### src/logic/dpt_regs.svh
// Register map, field positions, reset values and timing counts
`ifndef DPT_REGS_SVH
`define DPT_REGS_SVH

// Bus and counter widths
`define DPT_ADDR_W 8
`define DPT_CNT_W 15
`define DPT_CTRL_W 5

// Register byte offsets
`define DPT_OFF_CTRL 8'h00
`define DPT_OFF_PDLY_SET 8'h04
`define DPT_OFF_PDLY_CUR 8'h08
`define DPT_OFF_PLEN_SET 8'h0C
`define DPT_OFF_PLEN_CUR 8'h10
`define DPT_OFF_TDLY_SET 8'h14
`define DPT_OFF_TDLY_CUR 8'h18
`define DPT_OFF_STATUS 8'h1C

// Control fields
`define DPT_CTRL_EDGE 0
`define DPT_CTRL_PTB_LO 1
`define DPT_CTRL_TTB_LO 3
`define DPT_CTRL_RST 5'h00

// Time base codes
`define DPT_TB_10MS 2'h0
`define DPT_TB_100MS 2'h1
`define DPT_TB_1S 2'h2

// Setpoint reset value and limit
`define DPT_SET_RST 15'h0000
`define DPT_SET_MAX 15'h7FFF

// Time base derivation at 200 MHz
`define DPT_CLK_MHZ 200
`define DPT_TB_FAST_US 10000
`define DPT_TB_FAST_CYC (`DPT_TB_FAST_US * `DPT_CLK_MHZ)
`define DPT_TB_DECADE 10

`endif

### src/logic/dpt_pkg.sv
// Types shared by the delayed pulse and toggle timers
`include "dpt_regs.svh"
package dpt_pkg;
   typedef logic [`DPT_CNT_W-1:0] dpt_cnt_t;
   typedef logic [1:0] dpt_tb_t;

   typedef enum logic [1:0] {PST_IDLE, PST_DELAY, PST_PULSE} dpt_pst_e;
   typedef enum logic {TST_IDLE, TST_DELAY} dpt_tst_e;

   typedef struct packed {
      dpt_cnt_t dly_set;
      dpt_cnt_t dly_cur;
      dpt_cnt_t len_set;
      dpt_cnt_t len_cur;
   } dpt_pwords_s;

   typedef struct packed {
      dpt_cnt_t dly_set;
      dpt_cnt_t dly_cur;
   } dpt_twords_s;
endpackage

### src/logic/dpt_tick_gen.sv
// Time base generator: 10 ms, 100 ms and 1 s tick enables
`timescale 1ns/1ps
`default_nettype none
`include "dpt_regs.svh"
module dpt_tick_gen #(
   parameter int unsigned FAST_CYC = `DPT_TB_FAST_CYC
) (
   input wire logic pclk,
   input wire logic presetn,
   output logic tick_fast,
   output logic tick_mid,
   output logic tick_slow
);
   logic [31:0] cnt_r;
   logic [3:0] dec_mid_r;
   logic [3:0] dec_slow_r;

   // Decode of each wrap point
   wire wrap = (cnt_r == FAST_CYC - 1);
   wire mid_end = (dec_mid_r == 4'(`DPT_TB_DECADE - 1));
   wire slow_end = (dec_slow_r == 4'(`DPT_TB_DECADE - 1));

   // Base divider and two decade stages
   always_ff @(posedge pclk or negedge presetn) begin
      if (!presetn) begin
         cnt_r <= 32'h00000000;
         dec_mid_r <= 4'h0;
         dec_slow_r <= 4'h0;
      end else begin
         cnt_r <= wrap ? 32'h00000000 : cnt_r + 32'h00000001;
         if (wrap) begin
            dec_mid_r <= mid_end ? 4'h0 : dec_mid_r + 4'h1;
            if (mid_end) begin
               dec_slow_r <= slow_end ? 4'h0 : dec_slow_r + 4'h1;
            end
         end
      end
   end

   // Tick pulses, nested so slower ticks align with faster ones
   always_ff @(posedge pclk or negedge presetn) begin
      if (!presetn) begin
         tick_fast <= 1'b0;
         tick_mid <= 1'b0;
         tick_slow <= 1'b0;
      end else begin
         tick_fast <= wrap;
         tick_mid <= wrap & mid_end;
         tick_slow <= wrap & mid_end & slow_end;
      end
   end

   property p_tick_nest;
      @(posedge pclk) disable iff (!presetn)
      tick_slow |-> tick_mid && tick_fast;
   endproperty
   a_tick_nest: assert property (p_tick_nest)
      else $error("slow tick not aligned with faster ticks");
endmodule
`default_nettype wire

### src/logic/dpt_elapsed.sv
// Elapsed time counter stepped by a time base tick
`timescale 1ns/1ps
`default_nettype none
`include "dpt_regs.svh"
module dpt_elapsed #(
   parameter int unsigned W = `DPT_CNT_W
) (
   input wire logic pclk,
   input wire logic presetn,
   input wire logic clr,
   input wire logic run,
   input wire logic tick,
   input wire logic [W-1:0] setp,
   output logic [W-1:0] cur,
   output logic done
);
   // Interval complete once the count reaches the setpoint
   assign done = (cur >= setp);

   // Count one per tick while running, hold when complete
   always_ff @(posedge pclk or negedge presetn) begin
      if (!presetn) begin
         cur <= '0;
      end else if (clr) begin
         cur <= '0;
      end else if (run && tick && !done) begin
         cur <= W'(cur + 1'b1);
      end
   end

   property p_cnt_step;
      @(posedge pclk) disable iff (!presetn)
      (!clr && run && tick && !done) |=> cur == W'($past(cur) + 1'b1);
   endproperty
   a_cnt_step: assert property (p_cnt_step)
      else $error("elapsed count did not step on tick");

   property p_cnt_hold;
      @(posedge pclk) disable iff (!presetn)
      (!clr && !(run && tick)) |=> cur == $past(cur);
   endproperty
   a_cnt_hold: assert property (p_cnt_hold)
      else $error("elapsed count moved without a tick");
endmodule
`default_nettype wire

### src/logic/dpt_timers.sv
// Delayed pulse and delayed toggle timers with an APB register slave
`timescale 1ns/1ps
`default_nettype none
`include "dpt_regs.svh"

// How it works
// - The pulse block starts its delay on the rising or falling input edge per the edge setting.
// - In rising mode it waits the delay, then drives its output for the pulse time.
// - In falling mode the output stays on after the input falls until the delay ends.
// - Delay setpoints of both blocks hold counts from 0 to 32767.
// - The pulse time setpoint holds counts from 0 to 32767.
// - Each block picks a 10 ms, 100 ms or 1 s time base.
// - Pulse clear zeroes both elapsed counts and forces the output off.
// - The pulse block shows delay set, delay elapsed, pulse set and pulse elapsed.
// - The toggle block starts its delay on a rising input edge.
// - When the toggle delay ends the toggle output inverts.
// - Toggle clear zeroes the elapsed delay and forces the output off.
// - The toggle block shows its delay set and elapsed delay.
module dpt_timers import dpt_pkg::*; #(
   parameter int unsigned TB_FAST_CYC = `DPT_TB_FAST_CYC
) (
   input wire logic pclk,
   input wire logic presetn,
   input wire logic psel,
   input wire logic penable,
   input wire logic pwrite,
   input wire logic [`DPT_ADDR_W-1:0] paddr,
   input wire logic [31:0] pwdata,
   output logic [31:0] prdata,
   output logic pready,
   output logic pslverr,
   input wire logic pulse_in,
   input wire logic pulse_clr,
   input wire logic tog_in,
   input wire logic tog_clr,
   output logic pulse_out,
   output logic tog_out,
   output dpt_pwords_s pulse_words,
   output dpt_twords_s tog_words
);
   logic [`DPT_CTRL_W-1:0] ctrl_r;
   dpt_cnt_t pdly_set_r;
   dpt_cnt_t plen_set_r;
   dpt_cnt_t tdly_set_r;
   dpt_cnt_t pdly_cur;
   dpt_cnt_t plen_cur;
   dpt_cnt_t tdly_cur;
   logic pdly_done;
   logic plen_done;
   logic tdly_done;
   logic tk_fast;
   logic tk_mid;
   logic tk_slow;
   logic pin_q_r;
   logic tin_q_r;
   dpt_pst_e pst_r;
   dpt_pst_e pst_nxt;
   dpt_tst_e tst_r;
   dpt_tst_e tst_nxt;
   logic pout_nxt;
   logic tout_nxt;
   logic pstart;
   logic tstart;
   logic [31:0] rd_word;

   // Control field decode
   wire edge_sel_down = ctrl_r[`DPT_CTRL_EDGE];
   wire edge_sel_up = !edge_sel_down;
   wire dpt_tb_t ptb = ctrl_r[`DPT_CTRL_PTB_LO +: 2];
   wire dpt_tb_t ttb = ctrl_r[`DPT_CTRL_TTB_LO +: 2];

   // Time base selection per block
   wire ptick = (ptb == `DPT_TB_10MS) ? tk_fast :
                (ptb == `DPT_TB_100MS) ? tk_mid : tk_slow;
   wire ttick = (ttb == `DPT_TB_10MS) ? tk_fast :
                (ttb == `DPT_TB_100MS) ? tk_mid : tk_slow;

   // Input edge detection
   wire prise = pulse_in & !pin_q_r;
   wire pfall = !pulse_in & pin_q_r;
   wire trise = tog_in & !tin_q_r;

   // APB address decode
   wire sel_ctrl = (paddr == `DPT_OFF_CTRL);
   wire sel_pdly_set = (paddr == `DPT_OFF_PDLY_SET);
   wire sel_pdly_cur = (paddr == `DPT_OFF_PDLY_CUR);
   wire sel_plen_set = (paddr == `DPT_OFF_PLEN_SET);
   wire sel_plen_cur = (paddr == `DPT_OFF_PLEN_CUR);
   wire sel_tdly_set = (paddr == `DPT_OFF_TDLY_SET);
   wire sel_tdly_cur = (paddr == `DPT_OFF_TDLY_CUR);
   wire sel_status = (paddr == `DPT_OFF_STATUS);
   wire hit = sel_ctrl | sel_pdly_set | sel_pdly_cur | sel_plen_set |
              sel_plen_cur | sel_tdly_set | sel_tdly_cur | sel_status;
   wire setup = psel & !penable;
   wire wr_en = psel & penable & pready & pwrite & hit;
   wire [3:0] status = {tst_r == TST_DELAY, pst_r != PST_IDLE,
                        tog_out, pulse_out};

   // Read data selection
   assign rd_word = sel_ctrl ? 32'(ctrl_r) :
                    sel_pdly_set ? 32'(pdly_set_r) :
                    sel_pdly_cur ? 32'(pdly_cur) :
                    sel_plen_set ? 32'(plen_set_r) :
                    sel_plen_cur ? 32'(plen_cur) :
                    sel_tdly_set ? 32'(tdly_set_r) :
                    sel_tdly_cur ? 32'(tdly_cur) :
                    sel_status ? 32'(status) : 32'h00000000;

   // Word values to downstream logic
   assign pulse_words.dly_set = pdly_set_r;
   assign pulse_words.dly_cur = pdly_cur;
   assign pulse_words.len_set = plen_set_r;
   assign pulse_words.len_cur = plen_cur;
   assign tog_words.dly_set = tdly_set_r;
   assign tog_words.dly_cur = tdly_cur;

   // APB answer: zero wait, registered at the setup cycle
   always_ff @(posedge pclk or negedge presetn) begin
      if (!presetn) begin
         pready <= 1'b0;
         prdata <= 32'h00000000;
         pslverr <= 1'b0;
      end else begin
         pready <= setup;
         prdata <= (setup & !pwrite) ? rd_word : 32'h00000000;
         pslverr <= setup & !hit;
      end
   end

   // Writable registers, setpoints limited to 15 bits
   always_ff @(posedge pclk or negedge presetn) begin
      if (!presetn) begin
         ctrl_r <= `DPT_CTRL_RST;
         pdly_set_r <= `DPT_SET_RST;
         plen_set_r <= `DPT_SET_RST;
         tdly_set_r <= `DPT_SET_RST;
      end else if (wr_en) begin
         if (sel_ctrl) ctrl_r <= pwdata[`DPT_CTRL_W-1:0];
         if (sel_pdly_set) pdly_set_r <= pwdata[`DPT_CNT_W-1:0];
         if (sel_plen_set) plen_set_r <= pwdata[`DPT_CNT_W-1:0];
         if (sel_tdly_set) tdly_set_r <= pwdata[`DPT_CNT_W-1:0];
      end
   end

   // Pulse block sequencing
   always_comb begin
      pst_nxt = pst_r;
      pout_nxt = pulse_out;
      pstart = 1'b0;
      if (pulse_clr) begin
         pst_nxt = PST_IDLE;
         pout_nxt = 1'b0;
      end else begin
         case (pst_r)
            PST_IDLE: begin
               if (edge_sel_down) begin
                  pout_nxt = pulse_in;
                  if (pfall) begin
                     pst_nxt = PST_DELAY;
                     pout_nxt = 1'b1;
                     pstart = 1'b1;
                  end
               end else begin
                  pout_nxt = 1'b0;
                  if (prise) begin
                     pst_nxt = PST_DELAY;
                     pstart = 1'b1;
                  end
               end
            end
            PST_DELAY: begin
               if (edge_sel_down && prise) begin
                  pst_nxt = PST_IDLE;
                  pout_nxt = 1'b1;
               end else if (pdly_done) begin
                  pst_nxt = edge_sel_up ? PST_PULSE : PST_IDLE;
                  pout_nxt = edge_sel_up;
               end
            end
            PST_PULSE: begin
               if (plen_done) begin
                  pst_nxt = PST_IDLE;
                  pout_nxt = 1'b0;
               end
            end
            default: begin
               pst_nxt = PST_IDLE;
               pout_nxt = 1'b0;
            end
         endcase
      end
   end

   // Toggle block sequencing
   always_comb begin
      tst_nxt = tst_r;
      tout_nxt = tog_out;
      tstart = 1'b0;
      if (tog_clr) begin
         tst_nxt = TST_IDLE;
         tout_nxt = 1'b0;
      end else begin
         case (tst_r)
            TST_IDLE: begin
               if (trise) begin
                  tst_nxt = TST_DELAY;
                  tstart = 1'b1;
               end
            end
            TST_DELAY: begin
               if (tdly_done) begin
                  tst_nxt = TST_IDLE;
                  tout_nxt = !tog_out;
               end
            end
            default: begin
               tst_nxt = TST_IDLE;
               tout_nxt = 1'b0;
            end
         endcase
      end
   end

   // State and output flops
   always_ff @(posedge pclk or negedge presetn) begin
      if (!presetn) begin
         pst_r <= PST_IDLE;
         tst_r <= TST_IDLE;
         pulse_out <= 1'b0;
         tog_out <= 1'b0;
         pin_q_r <= 1'b0;
         tin_q_r <= 1'b0;
      end else begin
         pst_r <= pst_nxt;
         tst_r <= tst_nxt;
         pulse_out <= pout_nxt;
         tog_out <= tout_nxt;
         pin_q_r <= pulse_in;
         tin_q_r <= tog_in;
      end
   end

   dpt_tick_gen #(
      .FAST_CYC(TB_FAST_CYC)
   ) u_tick (
      .pclk(pclk),
      .presetn(presetn),
      .tick_fast(tk_fast),
      .tick_mid(tk_mid),
      .tick_slow(tk_slow)
   );

   // Elapsed counters; clear input and a new start zero them
   dpt_elapsed u_pdly (
      .pclk(pclk),
      .presetn(presetn),
      .clr(pulse_clr | pstart),
      .run(pst_r == PST_DELAY),
      .tick(ptick),
      .setp(pdly_set_r),
      .cur(pdly_cur),
      .done(pdly_done)
   );

   dpt_elapsed u_plen (
      .pclk(pclk),
      .presetn(presetn),
      .clr(pulse_clr | pstart),
      .run(pst_r == PST_PULSE),
      .tick(ptick),
      .setp(plen_set_r),
      .cur(plen_cur),
      .done(plen_done)
   );

   dpt_elapsed u_tdly (
      .pclk(pclk),
      .presetn(presetn),
      .clr(tog_clr | tstart),
      .run(tst_r == TST_DELAY),
      .tick(ttick),
      .setp(tdly_set_r),
      .cur(tdly_cur),
      .done(tdly_done)
   );

   property p_pclr;
      @(posedge pclk) disable iff (!presetn)
      pulse_clr |=> !pulse_out && pdly_cur == '0 && plen_cur == '0;
   endproperty
   a_pclr: assert property (p_pclr)
      else $error("pulse clear left output or counts set");

   property p_up_start;
      @(posedge pclk) disable iff (!presetn)
      (edge_sel_up && pst_r == PST_IDLE && prise && !pulse_clr)
         |=> pst_r == PST_DELAY && !pulse_out && pdly_cur == '0;
   endproperty
   a_up_start: assert property (p_up_start)
      else $error("rising edge did not start the delay");

   property p_pulse_on;
      @(posedge pclk) disable iff (!presetn)
      (edge_sel_up && pst_r == PST_DELAY && pdly_done && !pulse_clr)
         |=> pulse_out && pst_r == PST_PULSE && plen_cur == '0;
   endproperty
   a_pulse_on: assert property (p_pulse_on)
      else $error("pulse did not start when delay ended");

   property p_pulse_off;
      @(posedge pclk) disable iff (!presetn)
      (pst_r == PST_PULSE && plen_done && !pulse_clr) |=> !pulse_out;
   endproperty
   a_pulse_off: assert property (p_pulse_off)
      else $error("pulse did not end at its setpoint");

   property p_down_hold;
      @(posedge pclk) disable iff (!presetn)
      (edge_sel_down && pst_r == PST_DELAY && !pdly_done && !pulse_clr)
         |=> pulse_out;
   endproperty
   a_down_hold: assert property (p_down_hold)
      else $error("output dropped before the off delay ended");

   property p_tclr;
      @(posedge pclk) disable iff (!presetn)
      tog_clr |=> !tog_out && tdly_cur == '0 && tst_r == TST_IDLE;
   endproperty
   a_tclr: assert property (p_tclr)
      else $error("toggle clear left output or count set");

   property p_tstart;
      @(posedge pclk) disable iff (!presetn)
      (tst_r == TST_IDLE && trise && !tog_clr)
         |=> tst_r == TST_DELAY && tdly_cur == '0 && $stable(tog_out);
   endproperty
   a_tstart: assert property (p_tstart)
      else $error("rising edge did not start the toggle delay");

   property p_tflip;
      @(posedge pclk) disable iff (!presetn)
      (tst_r == TST_DELAY && tdly_done && !tog_clr)
         |=> tog_out != $past(tog_out);
   endproperty
   a_tflip: assert property (p_tflip)
      else $error("toggle output did not invert after delay");
endmodule
`default_nettype wire

### config.mk
export PLATFORM = sky130hd
export DESIGN_NAME = dpt_timers
export DESIGN_NICKNAME = d
export VERILOG_FILES = /design/src/logic/dpt_pkg.sv /design/src/logic/dpt_tick_gen.sv /design/src/logic/dpt_elapsed.sv /design/src/logic/dpt_timers.sv
export VERILOG_INCLUDE_DIRS = /design/src /design/src/logic
export SDC_FILE = /design/constraint.sdc
export NUM_CORES = 1
export LEC_CHECK = 0
export BUFFER_PORTS_ARGS = -buffer_cell sky130_fd_sc_hd__buf_2
export CAP_MARGIN = 30
export CELL_PAD_IN_SITES_DETAIL_PLACEMENT = 0
export CELL_PAD_IN_SITES_GLOBAL_PLACEMENT = 1
export CORE_MARGIN = 2
export CORE_UTILIZATION = 43
export CTS_BUF_LIST = sky130_fd_sc_hd__clkbuf_8
export DETAILED_ROUTE_END_ITERATION = 10
export PLACE_DENSITY_LB_ADDON = 0.1
export SLEW_MARGIN = 15
export SYNTH_ARGS = -nofsm -noshare
export SYNTH_HDL_FRONTEND = slang
export SYNTH_SLANG_ARGS = --single-unit
### constraint.sdc
create_clock -name pclk -period 3.1 [get_ports pclk]
set_input_delay 0.62 -clock pclk [delete_from_list [all_inputs] [get_ports pclk]]
set_output_delay 0.62 -clock pclk [all_outputs]
set_load 0.05 [all_outputs]
-- Word level (Yosys, flattened, before mapping)
Cells that the tools add are included.
Widths: inputs -> output; s select.
- $add $sub $neg: 6
- $lt $le $gt $ge: 3
- eq/ne operators: 18
- muxes and demuxes: 52
- bitwise operators: 22
- reductions and logical operators: 36
- operator list (cell ; number):
    $mux 15 ; 14
    $add 15x1->15 const B ; 3
    $ge 15x15->1 ; 3
    $add 32x1->32 const B ; 1
    $eq 32x21->1 const B ; 1
    $eq 8x5->1 const B ; 4
    $mux 32 ; 1
    $mux 1 ; 23
    $eq 8x4->1 const B ; 2
    $mux 2 ; 8
    $reduce_and 2->1 ; 7
    $and 1x1->1 ; 12
    $mux 4 ; 3
    $ne 4x4->1 const B ; 3
    $reduce_bool 2->1 ; 6
    $logic_not 1->1 ; 11
    $or 1x1->1 ; 9
    $add 4x1->4 const B ; 2
    $eq 4x4->1 const B ; 2
    $eq 8x3->1 const B ; 1
    $logic_not 8->1 ; 1
    $logic_and 1x1->1 ; 7
    $eq 2x1->1 const B ; 3
    $logic_not 2->1 ; 3
    7 further kinds ; 7
- register bits after elaboration: 162
- input bits: 49
- output and inout port bits: 126

-- Logic depth before layout (Yosys ltp)
Gate-level depths: netlist of run 1.
- depth in word-level cells: 10
- gate-level depth with buffers: 10
- gate-level depth less buffers: 8

-- Modules after synthesis
Synthesis of run 1 repeated with hierarchy kept, for this count alone.
- cell total of the unflattened synthesis: 917
- area total of the unflattened synthesis: 9608.0 um^2
- by module, submodules not included (module ; instances ; cells an instance ; area an instance (um^2) ; seq. area each (um^2)):
    dpt_timers ; 1 ; 322 ; 4003.8 ; 1851.8
    dpt_elapsed ; 3 ; 135 ; 1186.1 ; 375.4
    dpt_tick_gen ; 1 ; 190 ; 2045.7 ; 1076.0

-- Least setup slack after synthesis of run 1
OpenSTA, ideal clock, no wires.
- path kind: reg2reg
- start point: register u_plen.cur[0]
- end point: register u_plen.cur[11]
- library setup time: 0.078 ns
- arrival: 2.660 ns
- slack: 0.362 ns
- cell stages (with the launch flop): 10
- clock period less this slack: 2.738 ns
- path through: dfrtp_1 inv_1 ha_1 nand2b_1 a211o_1 a211oi_2 o211ai_1 buf_2 or4_1 a21oi_1
- word-level cells in the longest chain between the ends: 4
- RTL lines (element ; line ; text):
    start: declaration ; dpt_elapsed.sv:14 ; output logic [W-1:0] cur,
    start signal: assignment ; dpt_elapsed.sv:27 ; cur <= W'(cur + 1'b1);
    $ge 15x15->1 ; dpt_elapsed.sv:18 ; assign done = (cur >= setp);
    $logic_not 1->1 ; dpt_elapsed.sv:26 ; end else if (run && tick && !done) begin
    $logic_and 1x1->1 ; dpt_elapsed.sv:26 ;
    $reduce_bool 2->1 (no line) ; -- ;
Several ways; a longest one is shown, not always the timed one. The select of a mux whose other input is x is not followed.
A chain may end at the register's enable or synchronous reset.

-- Final worst setup path of run 1
- start point: register u_plen.cur[0]
- end point: register u_plen.cur[12]
The elaborated chain is that of the path after synthesis.

==> results of run 1 <==
worst register-to-register path: cells and delay by family (launching register included):
family | cells | cell delay (ns)
AO/OA/AOI/OAI | 4 | 0.85
adder cells (fa/ha/maj) | 1 | 0.29
flip-flops | 1 | 0.47
AND/OR/NAND/NOR | 2 | 0.66
buffers and inverters | 2 | 0.35
flip-flops by register name, indices dropped and copies added (netlist names), 2 cells and up:
signal / flops
prdata: 15
pst_r: 2
u_pdly.cur: 15
u_tick.dec_slow_r: 4
u_tick.cnt_r: 32
u_plen.cur: 15
u_tdly.cur: 15
pdly_set_r: 15
u_tick.dec_mid_r: 4
plen_set_r: 15
tdly_set_r: 15
ctrl_r: 5
layout by cell type, fill, tap and decap left out, types with 19 or more instances in the layout:
cell / count
sky130_fd_sc_hd__buf_2: 140
sky130_fd_sc_hd__nor2_1: 74
sky130_fd_sc_hd__ha_1: 49
sky130_fd_sc_hd__o21ai_0: 66
sky130_fd_sc_hd__nand4_1: 21
sky130_fd_sc_hd__dfrtp_1: 162
sky130_fd_sc_hd__mux2_2: 38
sky130_fd_sc_hd__buf_4: 42
sky130_fd_sc_hd__nand2_1: 83
sky130_fd_sc_hd__a21oi_1: 74
sky130_fd_sc_hd__inv_1: 54
sky130_fd_sc_hd__or4_1: 21
sky130_fd_sc_hd__nand2b_1: 19
sky130_fd_sc_hd__mux2i_1: 24
sky130_fd_sc_hd__nand3_1: 39
sky130_fd_sc_hd__xnor2_1: 19
sky130_fd_sc_hd__o31ai_1: 20
logic make-up after synthesis:
logic type               count (synthesis)  synth area share
multiplexers                            65           0.07841
AO/OA/AOI/OAI                          220            0.1429
buffers and inverters                  111           0.05268
XOR/XNOR                                35           0.03318
AND/OR/NAND/NOR                        336            0.1873
flip-flops                             162            0.4388
other                                    1         0.0004059
adder cells (fa/ha/maj)                 49           0.06636
worst paths after layout:
check	from	end	slack (ns)	depth (start not counted)
min	presetn	pin_q_r	0.07	1
min in group pclk	tog_in	tin_q_r	0.25	1
min reg2reg	u_tick.cnt_r[31]	u_tick.cnt_r[31]	0.48	1
max in group asynchronous	presetn	u_plen.cur[9]	2.33	2
max reg2reg	u_plen.cur[0]	u_plen.cur[12]	0.39	9
max	u_plen.cur[0]	u_plen.cur[12]	0.39	9
metal layers:
metal | track usage | part of all wire | up-vias | routed length (um)
met1 | 0.3524 | 0.46 | 3743 | 12670
met5 | 0 | 0 | - | 0
met2 | 0.3943 | 0.47 | 190 | 12850
met3 | 0.04576 | 0.054 | 29 | 1474
li1 | - | - | 3823 | -
met4 | 0.06308 | 0.016 | 0 | 432
cell type report:
cell class	instances	area share
clock buffer	17	0.02157
clock inverter	15	0.01673
inverter	54	0.01869
multi-input combinational	722	0.4391
sequential	162	0.3737
tap	275	0.03172
timing repair buffer	185	0.09840
where the power goes:
group          leakage (uW)  internal [uW]  switching (uW)
Clock              0.000211            627             993
Combinational       0.00289           70.9             208
Sequential          0.00217           2120            7.13
Total               0.00527           2820            1210
through the flow:
step	hold slack [ns]	power, uW
after global routing	0.07179	4193
final	0.07215	4025
after CTS	0.05727	4080
after detailed placement	0.4624	2447
after floorplan	0.3244	2338
after global placement	0.4641	2447
==> flow_summary.rst, run 1 <==
.. list-table::
   :header-rows: 1

   * - Metric
     - Value
   * - Result of the run
     - finished, final reports clean
   * - Placed inst area
     - 0.01043 mm^2
   * - Yosys warning total
     - 0
   * - TritonCTS Buffers
     - 17
   * - Number of fill cells
     - 2049
   * - Via count of the first global-routing pass
     - 7279
   * - FF+latch count, synth
     - 162
   * - Wire length of the first global-routing pass
     - 42.41 mm
   * - Unrepaired setup endpoints after global routing
     - no
   * - Hold Path Class
     - in2async
   * - Minimum setup slack after placement
     - 0.4349 ns
   * - DPL Wire Length
     - 20.94 mm
   * - Non-filler instance count after layout
     - 1430
   * - Number of vias per cell after detailed routing
     - 5.444
   * - Relative slew slack
     - 0.5063
   * - Maxcap violations
     - 0
   * - Clock network latency to the later pin of the worst-skew pair
     - 0.48 ns
   * - Master of the slowest instance on the critical path
     - sky130_fd_sc_hd__or4_1
   * - Via count
     - 7785
   * - Crit path buffers/inverters
     - 2
   * - Start-to-end type of the worst setup path
     - reg2reg
   * - Mean post-synth cell area
     - 9.437 um^2
   * - Startpoint types
     - flop
   * - Cells taking the most area after synthesis
     - sky130_fd_sc_hd__dfrtp_1, sky130_fd_sc_hd__ha_1, sky130_fd_sc_hd__mux2_2, sky130_fd_sc_hd__a21oi_1, sky130_fd_sc_hd__o21ai_0
   * - Count of nets after finishing
     - 1240
   * - Seq/Total Area, Yosys
     - 0.4388
   * - Final min period
     - 2.709 ns
   * - Worst path top cell family by delay
     - compound AO/OA/AOI/OAI gates
   * - Die W
     - 150.6 um
   * - Gr usage total
     - 0.2486
   * - Most used standard cell by instance count after synthesis
     - sky130_fd_sc_hd__dfrtp_1
   * - Final setup skew
     - 0.02049 ns
   * - Largest incremental delay on the critical path
     - 0.51 ns
   * - Prevailing post-synth register cell
     - sky130_fd_sc_hd__dfrtp_1
   * - Count of input and output buffers
     - 140
   * - Maximum count of clock buffers along a single path
     - 2
   * - Leakage
     - 0.005273 uW
   * - Kind of capture point of the worst setup path
     - flop
   * - Number of setup violations in the final report
     - 0
   * - Site Rows
     - 53
   * - H-tree levels
     - 4
   * - Area Growth Syn to Fin
     - 17.40%
   * - Worst EP arrival
     - 3.10 ns
   * - Clock transition at the registers of the reported paths
     - 0.11 ns
   * - Yosys cell types
     - 56
   * - Quantity of gates resized following cts
     - 0
   * - Slack of the critical path
     - 0.3906 ns
   * - Maximum number of pins on one net before global-route repair
     - 53
   * - Initial antenna violation count
     - 0
   * - Worst Max-Slew Pin Slew
     - 0.7405 ns
   * - TritonCTS sink count
     - 162
   * - Residual DRC count
     - 0
   * - Placed Instances
     - 1397
   * - Average wire per standard cell
     - 19.18 um
   * - Multi-input combinational cell area
     - 0.004763 mm^2
   * - Number of I/O pins
     - 175
   * - Maximum resistive drop on vdd
     - 0.2550 mV
   * - Setup_tns
     - 0 ns
   * - Top cell type's share of synthesized area
     - 0.4388
   * - CTS tree
     - built
   * - First drt pass iteration count
     - 5
   * - Fin. max-slew vios
     - 0
   * - Sequential standard cell area
     - 0.004054 mm^2
   * - Initial detailed-routing violation count
     - 509
   * - GR Overflow Total
     - 0
   * - Required time of the critical path
     - 3.50 ns
   * - Count of buffers added by post-CTS timing repair for setup
     - 0
   * - Share of post-route cells with drive strength above 1
     - 0.2294
   * - Post-synthesis instance area
     - 0.009239 mm^2
   * - Number of cells produced by synthesis
     - 979
   * - Number of nets still failing antenna checks after routing
     - 0
   * - Summed area of non-filler cells in the final layout
     - 0.01085 mm^2
   * - Final standard cell utilization of the core
     - 0.5144
   * - Total routed wirelength
     - 27.43 mm
   * - Diode count
     - 0
   * - Critical path cell sequence
     - inv_1, ha_1, nand2b_1, a211o_1, a211oi_2, o211ai_1, buf_4, or4_1, a21oi_1
   * - Placeable core region
     - 0.02109 mm^2
   * - Initial core utilization
     - 0.4381
   * - DIE AREA
     - 0.02267 mm^2
   * - Number of enable flip-flop cells after synthesis
     - 0
   * - Final Hold Viols
     - 0
   * - Top cells by count, synth
     - sky130_fd_sc_hd__dfrtp_1, sky130_fd_sc_hd__nand2_1, sky130_fd_sc_hd__a21oi_1, sky130_fd_sc_hd__nor2_1, sky130_fd_sc_hd__o21ai_0
   * - Crit Path Max Fanout
     - 29
   * - Number of buffers inserted by hold repair at cts
     - 0
   * - Placer's final routability congestion estimate
     - 0.8193
   * - Pwr per Cell Area
     - 371.0 mW/mm^2
   * - Maximum clock frequency
     - 0.3691 GHz
   * - Die height
     - 150.6 um
   * - Final Cycle Share
     - 0.8740
   * - Root cell of the clock tree
     - sky130_fd_sc_hd__clkbuf_8
   * - Post-synth top area cell
     - sky130_fd_sc_hd__dfrtp_1
   * - Share of async-settable or async-resettable flops after synthesis
     - 1.000
Power figures use the tool's default switching activity.
==> run 2, diff against run 1 <==
- CORE_ASPECT_RATIO: unset -> 1.1
==> run 2 against run 1 <==
Sequential power about the same. Non-clock buffer count grew 5. Count of clock-buffer cells in the layout rose by 3. Total power fell by 0.22%. First-iteration DRC count is 12% lower. Clock power hardly changed. Critical path depth did not move. Combinational power about the same. Sequential share of layout area shrank 0.12 points. Critical path type unchanged. Maximum frequency rose by 3.1%.
==> flow_summary.rst, run 2 (synthesis results as in run 1) <==
.. list-table::
   :header-rows: 1

   * - Metric
     - Value
   * - Non-filler instance count after layout
     - 1450
   * - Gr usage total
     - 0.2602
   * - Total routed wirelength
     - 28.66 mm
   * - Final min period
     - 2.628 ns
   * - Via count
     - 7928
   * - Clock network latency to the later pin of the worst-skew pair
     - 0.47 ns
   * - GR Overflow Total
     - 0
   * - Maximum count of clock buffers along a single path
     - 2
   * - Critical path cell sequence
     - inv_1, ha_1, a21oi_1, o21ai_0, a211oi_1, o211ai_1, buf_4, or4_1, a21oi_1
   * - Pwr per Cell Area
     - 369.1 mW/mm^2
   * - Root cell of the clock tree
     - sky130_fd_sc_hd__clkbuf_8
   * - Average wire per standard cell
     - 19.76 um
   * - Count of buffers added by post-CTS timing repair for setup
     - 0
   * - Site Rows
     - 56
   * - Placeable core region
     - 0.02123 mm^2
   * - Number of flip-flops under the largest register name
     - 32
   * - Placed Instances
     - 1417
   * - Worst EP arrival
     - 3.02 ns
   * - Largest incremental delay on the critical path
     - 0.52 ns
   * - Fin. max-slew vios
     - 0
   * - Quantity of gates resized following cts
     - 0
   * - Crit path buffers/inverters
     - 2
   * - Clock transition at the registers of the reported paths
     - 0.10 ns
   * - Highest metal layer with signal wires
     - met4
   * - DPL Wire Length
     - 21.81 mm
   * - Setup_tns
     - 0 ns
   * - Met2 wire length
     - 13.86 mm
   * - Relative slew slack
     - 0.5235
   * - Slack of the critical path
     - 0.4724 ns
   * - Leakage
     - 0.005290 uW
   * - Cell seen most often among critical-path stages
     - sky130_fd_sc_hd__a21oi_1
   * - Hold Path Class
     - in2async
   * - Count of nets after finishing
     - 1245
   * - Placer's final routability congestion estimate
     - 0.8684
   * - Residual DRC count
     - 0
   * - Summed area of non-filler cells in the final layout
     - 0.01088 mm^2
   * - Number of nets still failing antenna checks after routing
     - 0
   * - Register containing the most flip-flops in the final layout
     - u_tick.cnt_r
   * - Final Hold Viols
     - 0
   * - Final Cycle Share
     - 0.8476
   * - Number of I/O pins
     - 175
   * - Initial core utilization
     - 0.4352
   * - Detailed-route wire length on metal 1
     - 12.22 mm
   * - Clock power share
     - 0.402
   * - Worst Max-Slew Pin Slew
     - 0.7148 ns
   * - H-tree levels
     - 4
   * - Number of buffers inserted by hold repair at cts
     - 0
   * - Switching power
     - 1049 uW
   * - Crit Path Max Fanout
     - 29
   * - Start-to-end type of the worst setup path
     - reg2reg
   * - Worst setup path start
     - plen_set_r[10]
   * - Logic pwr share
     - 0.070
   * - Master of the slowest instance on the critical path
     - sky130_fd_sc_hd__or4_1
   * - Most used cells in the layout excluding fill and tap cells
     - sky130_fd_sc_hd__dfrtp_1, sky130_fd_sc_hd__buf_2, sky130_fd_sc_hd__nand2_1, sky130_fd_sc_hd__nor2_1, sky130_fd_sc_hd__a21oi_1
   * - Initial antenna violation count
     - 0
   * - Maxcap violations
     - 0
   * - Final setup skew
     - 0.02169 ns
   * - Maximum resistive drop on vdd
     - 0.2703 mV
   * - Via count of the first global-routing pass
     - 7589
   * - Maximum clock frequency
     - 0.3806 GHz
   * - TritonCTS Buffers
     - 17
   * - Count of input and output buffers
     - 140
   * - Sum of internal, switching and leakage power
     - 4016 uW
   * - First drt pass iteration count
     - 5
   * - Wire length of the first global-routing pass
     - 43.92 mm
   * - Kind of capture point of the worst setup path
     - flop
   * - Sw Ratio
     - 0.2612
   * - Initial detailed-routing violation count
     - 446
   * - Unrepaired setup endpoints after global routing
     - no
   * - Maximum number of pins on one net before global-route repair
     - 57
   * - Diode count
     - 0
   * - Internal power component
     - 2967 uW
   * - Number of setup violations in the final report
     - 0
   * - Startpoint types
     - flop
   * - DR WL met3
     - 1.195 mm
   * - Startpoint of the worst-slack reg-to-reg timing path
     - plen_set_r[10]
   * - Required time of the critical path
     - 3.49 ns
   * - Number of vias per cell after detailed routing
     - 5.468
   * - Share of post-route cells with drive strength above 1
     - 0.2310
   * - Worst path top cell family by delay
     - compound AO/OA/AOI/OAI gates
   * - Most common cell after layout, fill and taps aside
     - sky130_fd_sc_hd__dfrtp_1
   * - CTS tree
     - built
   * - Number of fill cells
     - 2066
   * - Placed inst area
     - 0.01047 mm^2
   * - Die height
     - 157.7 um
   * - DIE AREA
     - 0.02268 mm^2
   * - Area Growth Syn to Fin
     - 17.77%
   * - Die W
     - 143.8 um
   * - TritonCTS sink count
     - 162
   * - Result of the run
     - finished, final reports clean
   * - Share of total power in sequential cells
     - 0.529
   * - Minimum setup slack after placement
     - 0.4422 ns
-- run 2: cell count changes in the layout (fill, tap and decap cells not counted), sizes merged --
cell      delta
inv          -5
bufinv       +2
clkinv       -3
clkbuf       +3
buf          +5
clkinvlp     +3
-- run 2: layout make-up --
cell class	instances	area, um^2	area share
clock buffer	20	275.3	0.02530
clock inverter	12	130.1	0.01196
inverter	54	202.7	0.01863
multi-input combinational	722	4763	0.4378
sequential	162	4054	0.3726
tap	290	362.8	0.03335
timing repair buffer	190	1092	0.1004
-- run 2: worst paths after layout --
kind	to	slack [ns]	cells after the start
max	u_plen.cur[10]	0.47	9
min	u_pdly.cur[5]	0.1	1
max reg2reg	u_plen.cur[10]	0.47	9
min reg2reg	u_tick.cnt_r[31]	0.48	1
max in group asynchronous	u_tick.cnt_r[13]	2.11	2
min in group pclk	pin_q_r	0.27	1
-- run 2: power by group through the flow --
stage | Clock [uW] | Combinational, uW | Sequential (uW)
2_1_floorplan | 0 | 161 | 2180
5_1_grt | 1730 | 308 | 2130
3_5_place_dp | 0 | 280 | 2170
4_1_cts | 1650 | 281 | 2120
3_3_place_gp | 0 | 279 | 2170
6_report | 1610 | 279 | 2120
-- run 2: per-stage QoR --
| step | hold WS, ns | utilization |
|---|---|---|
| 6_report | 0.09548 | 0.5125 |
| 5_1_grt | 0.1153 | 0.5125 |
| 4_1_cts | 0.1027 | 0.5123 |
| 3_5_place_dp | 0.4661 | 0.4932 |
| 3_3_place_gp | 0.4581 | 0.4932 |
| 2_1_floorplan | 0.3244 | - |
-- run 2: layer usage --
layer	vias up	GRT usage
li1	3840	-
met1	3846	0.3266
met2	195	0.4315
met3	47	0.04658
met4	0	0.1303
met5	-	0
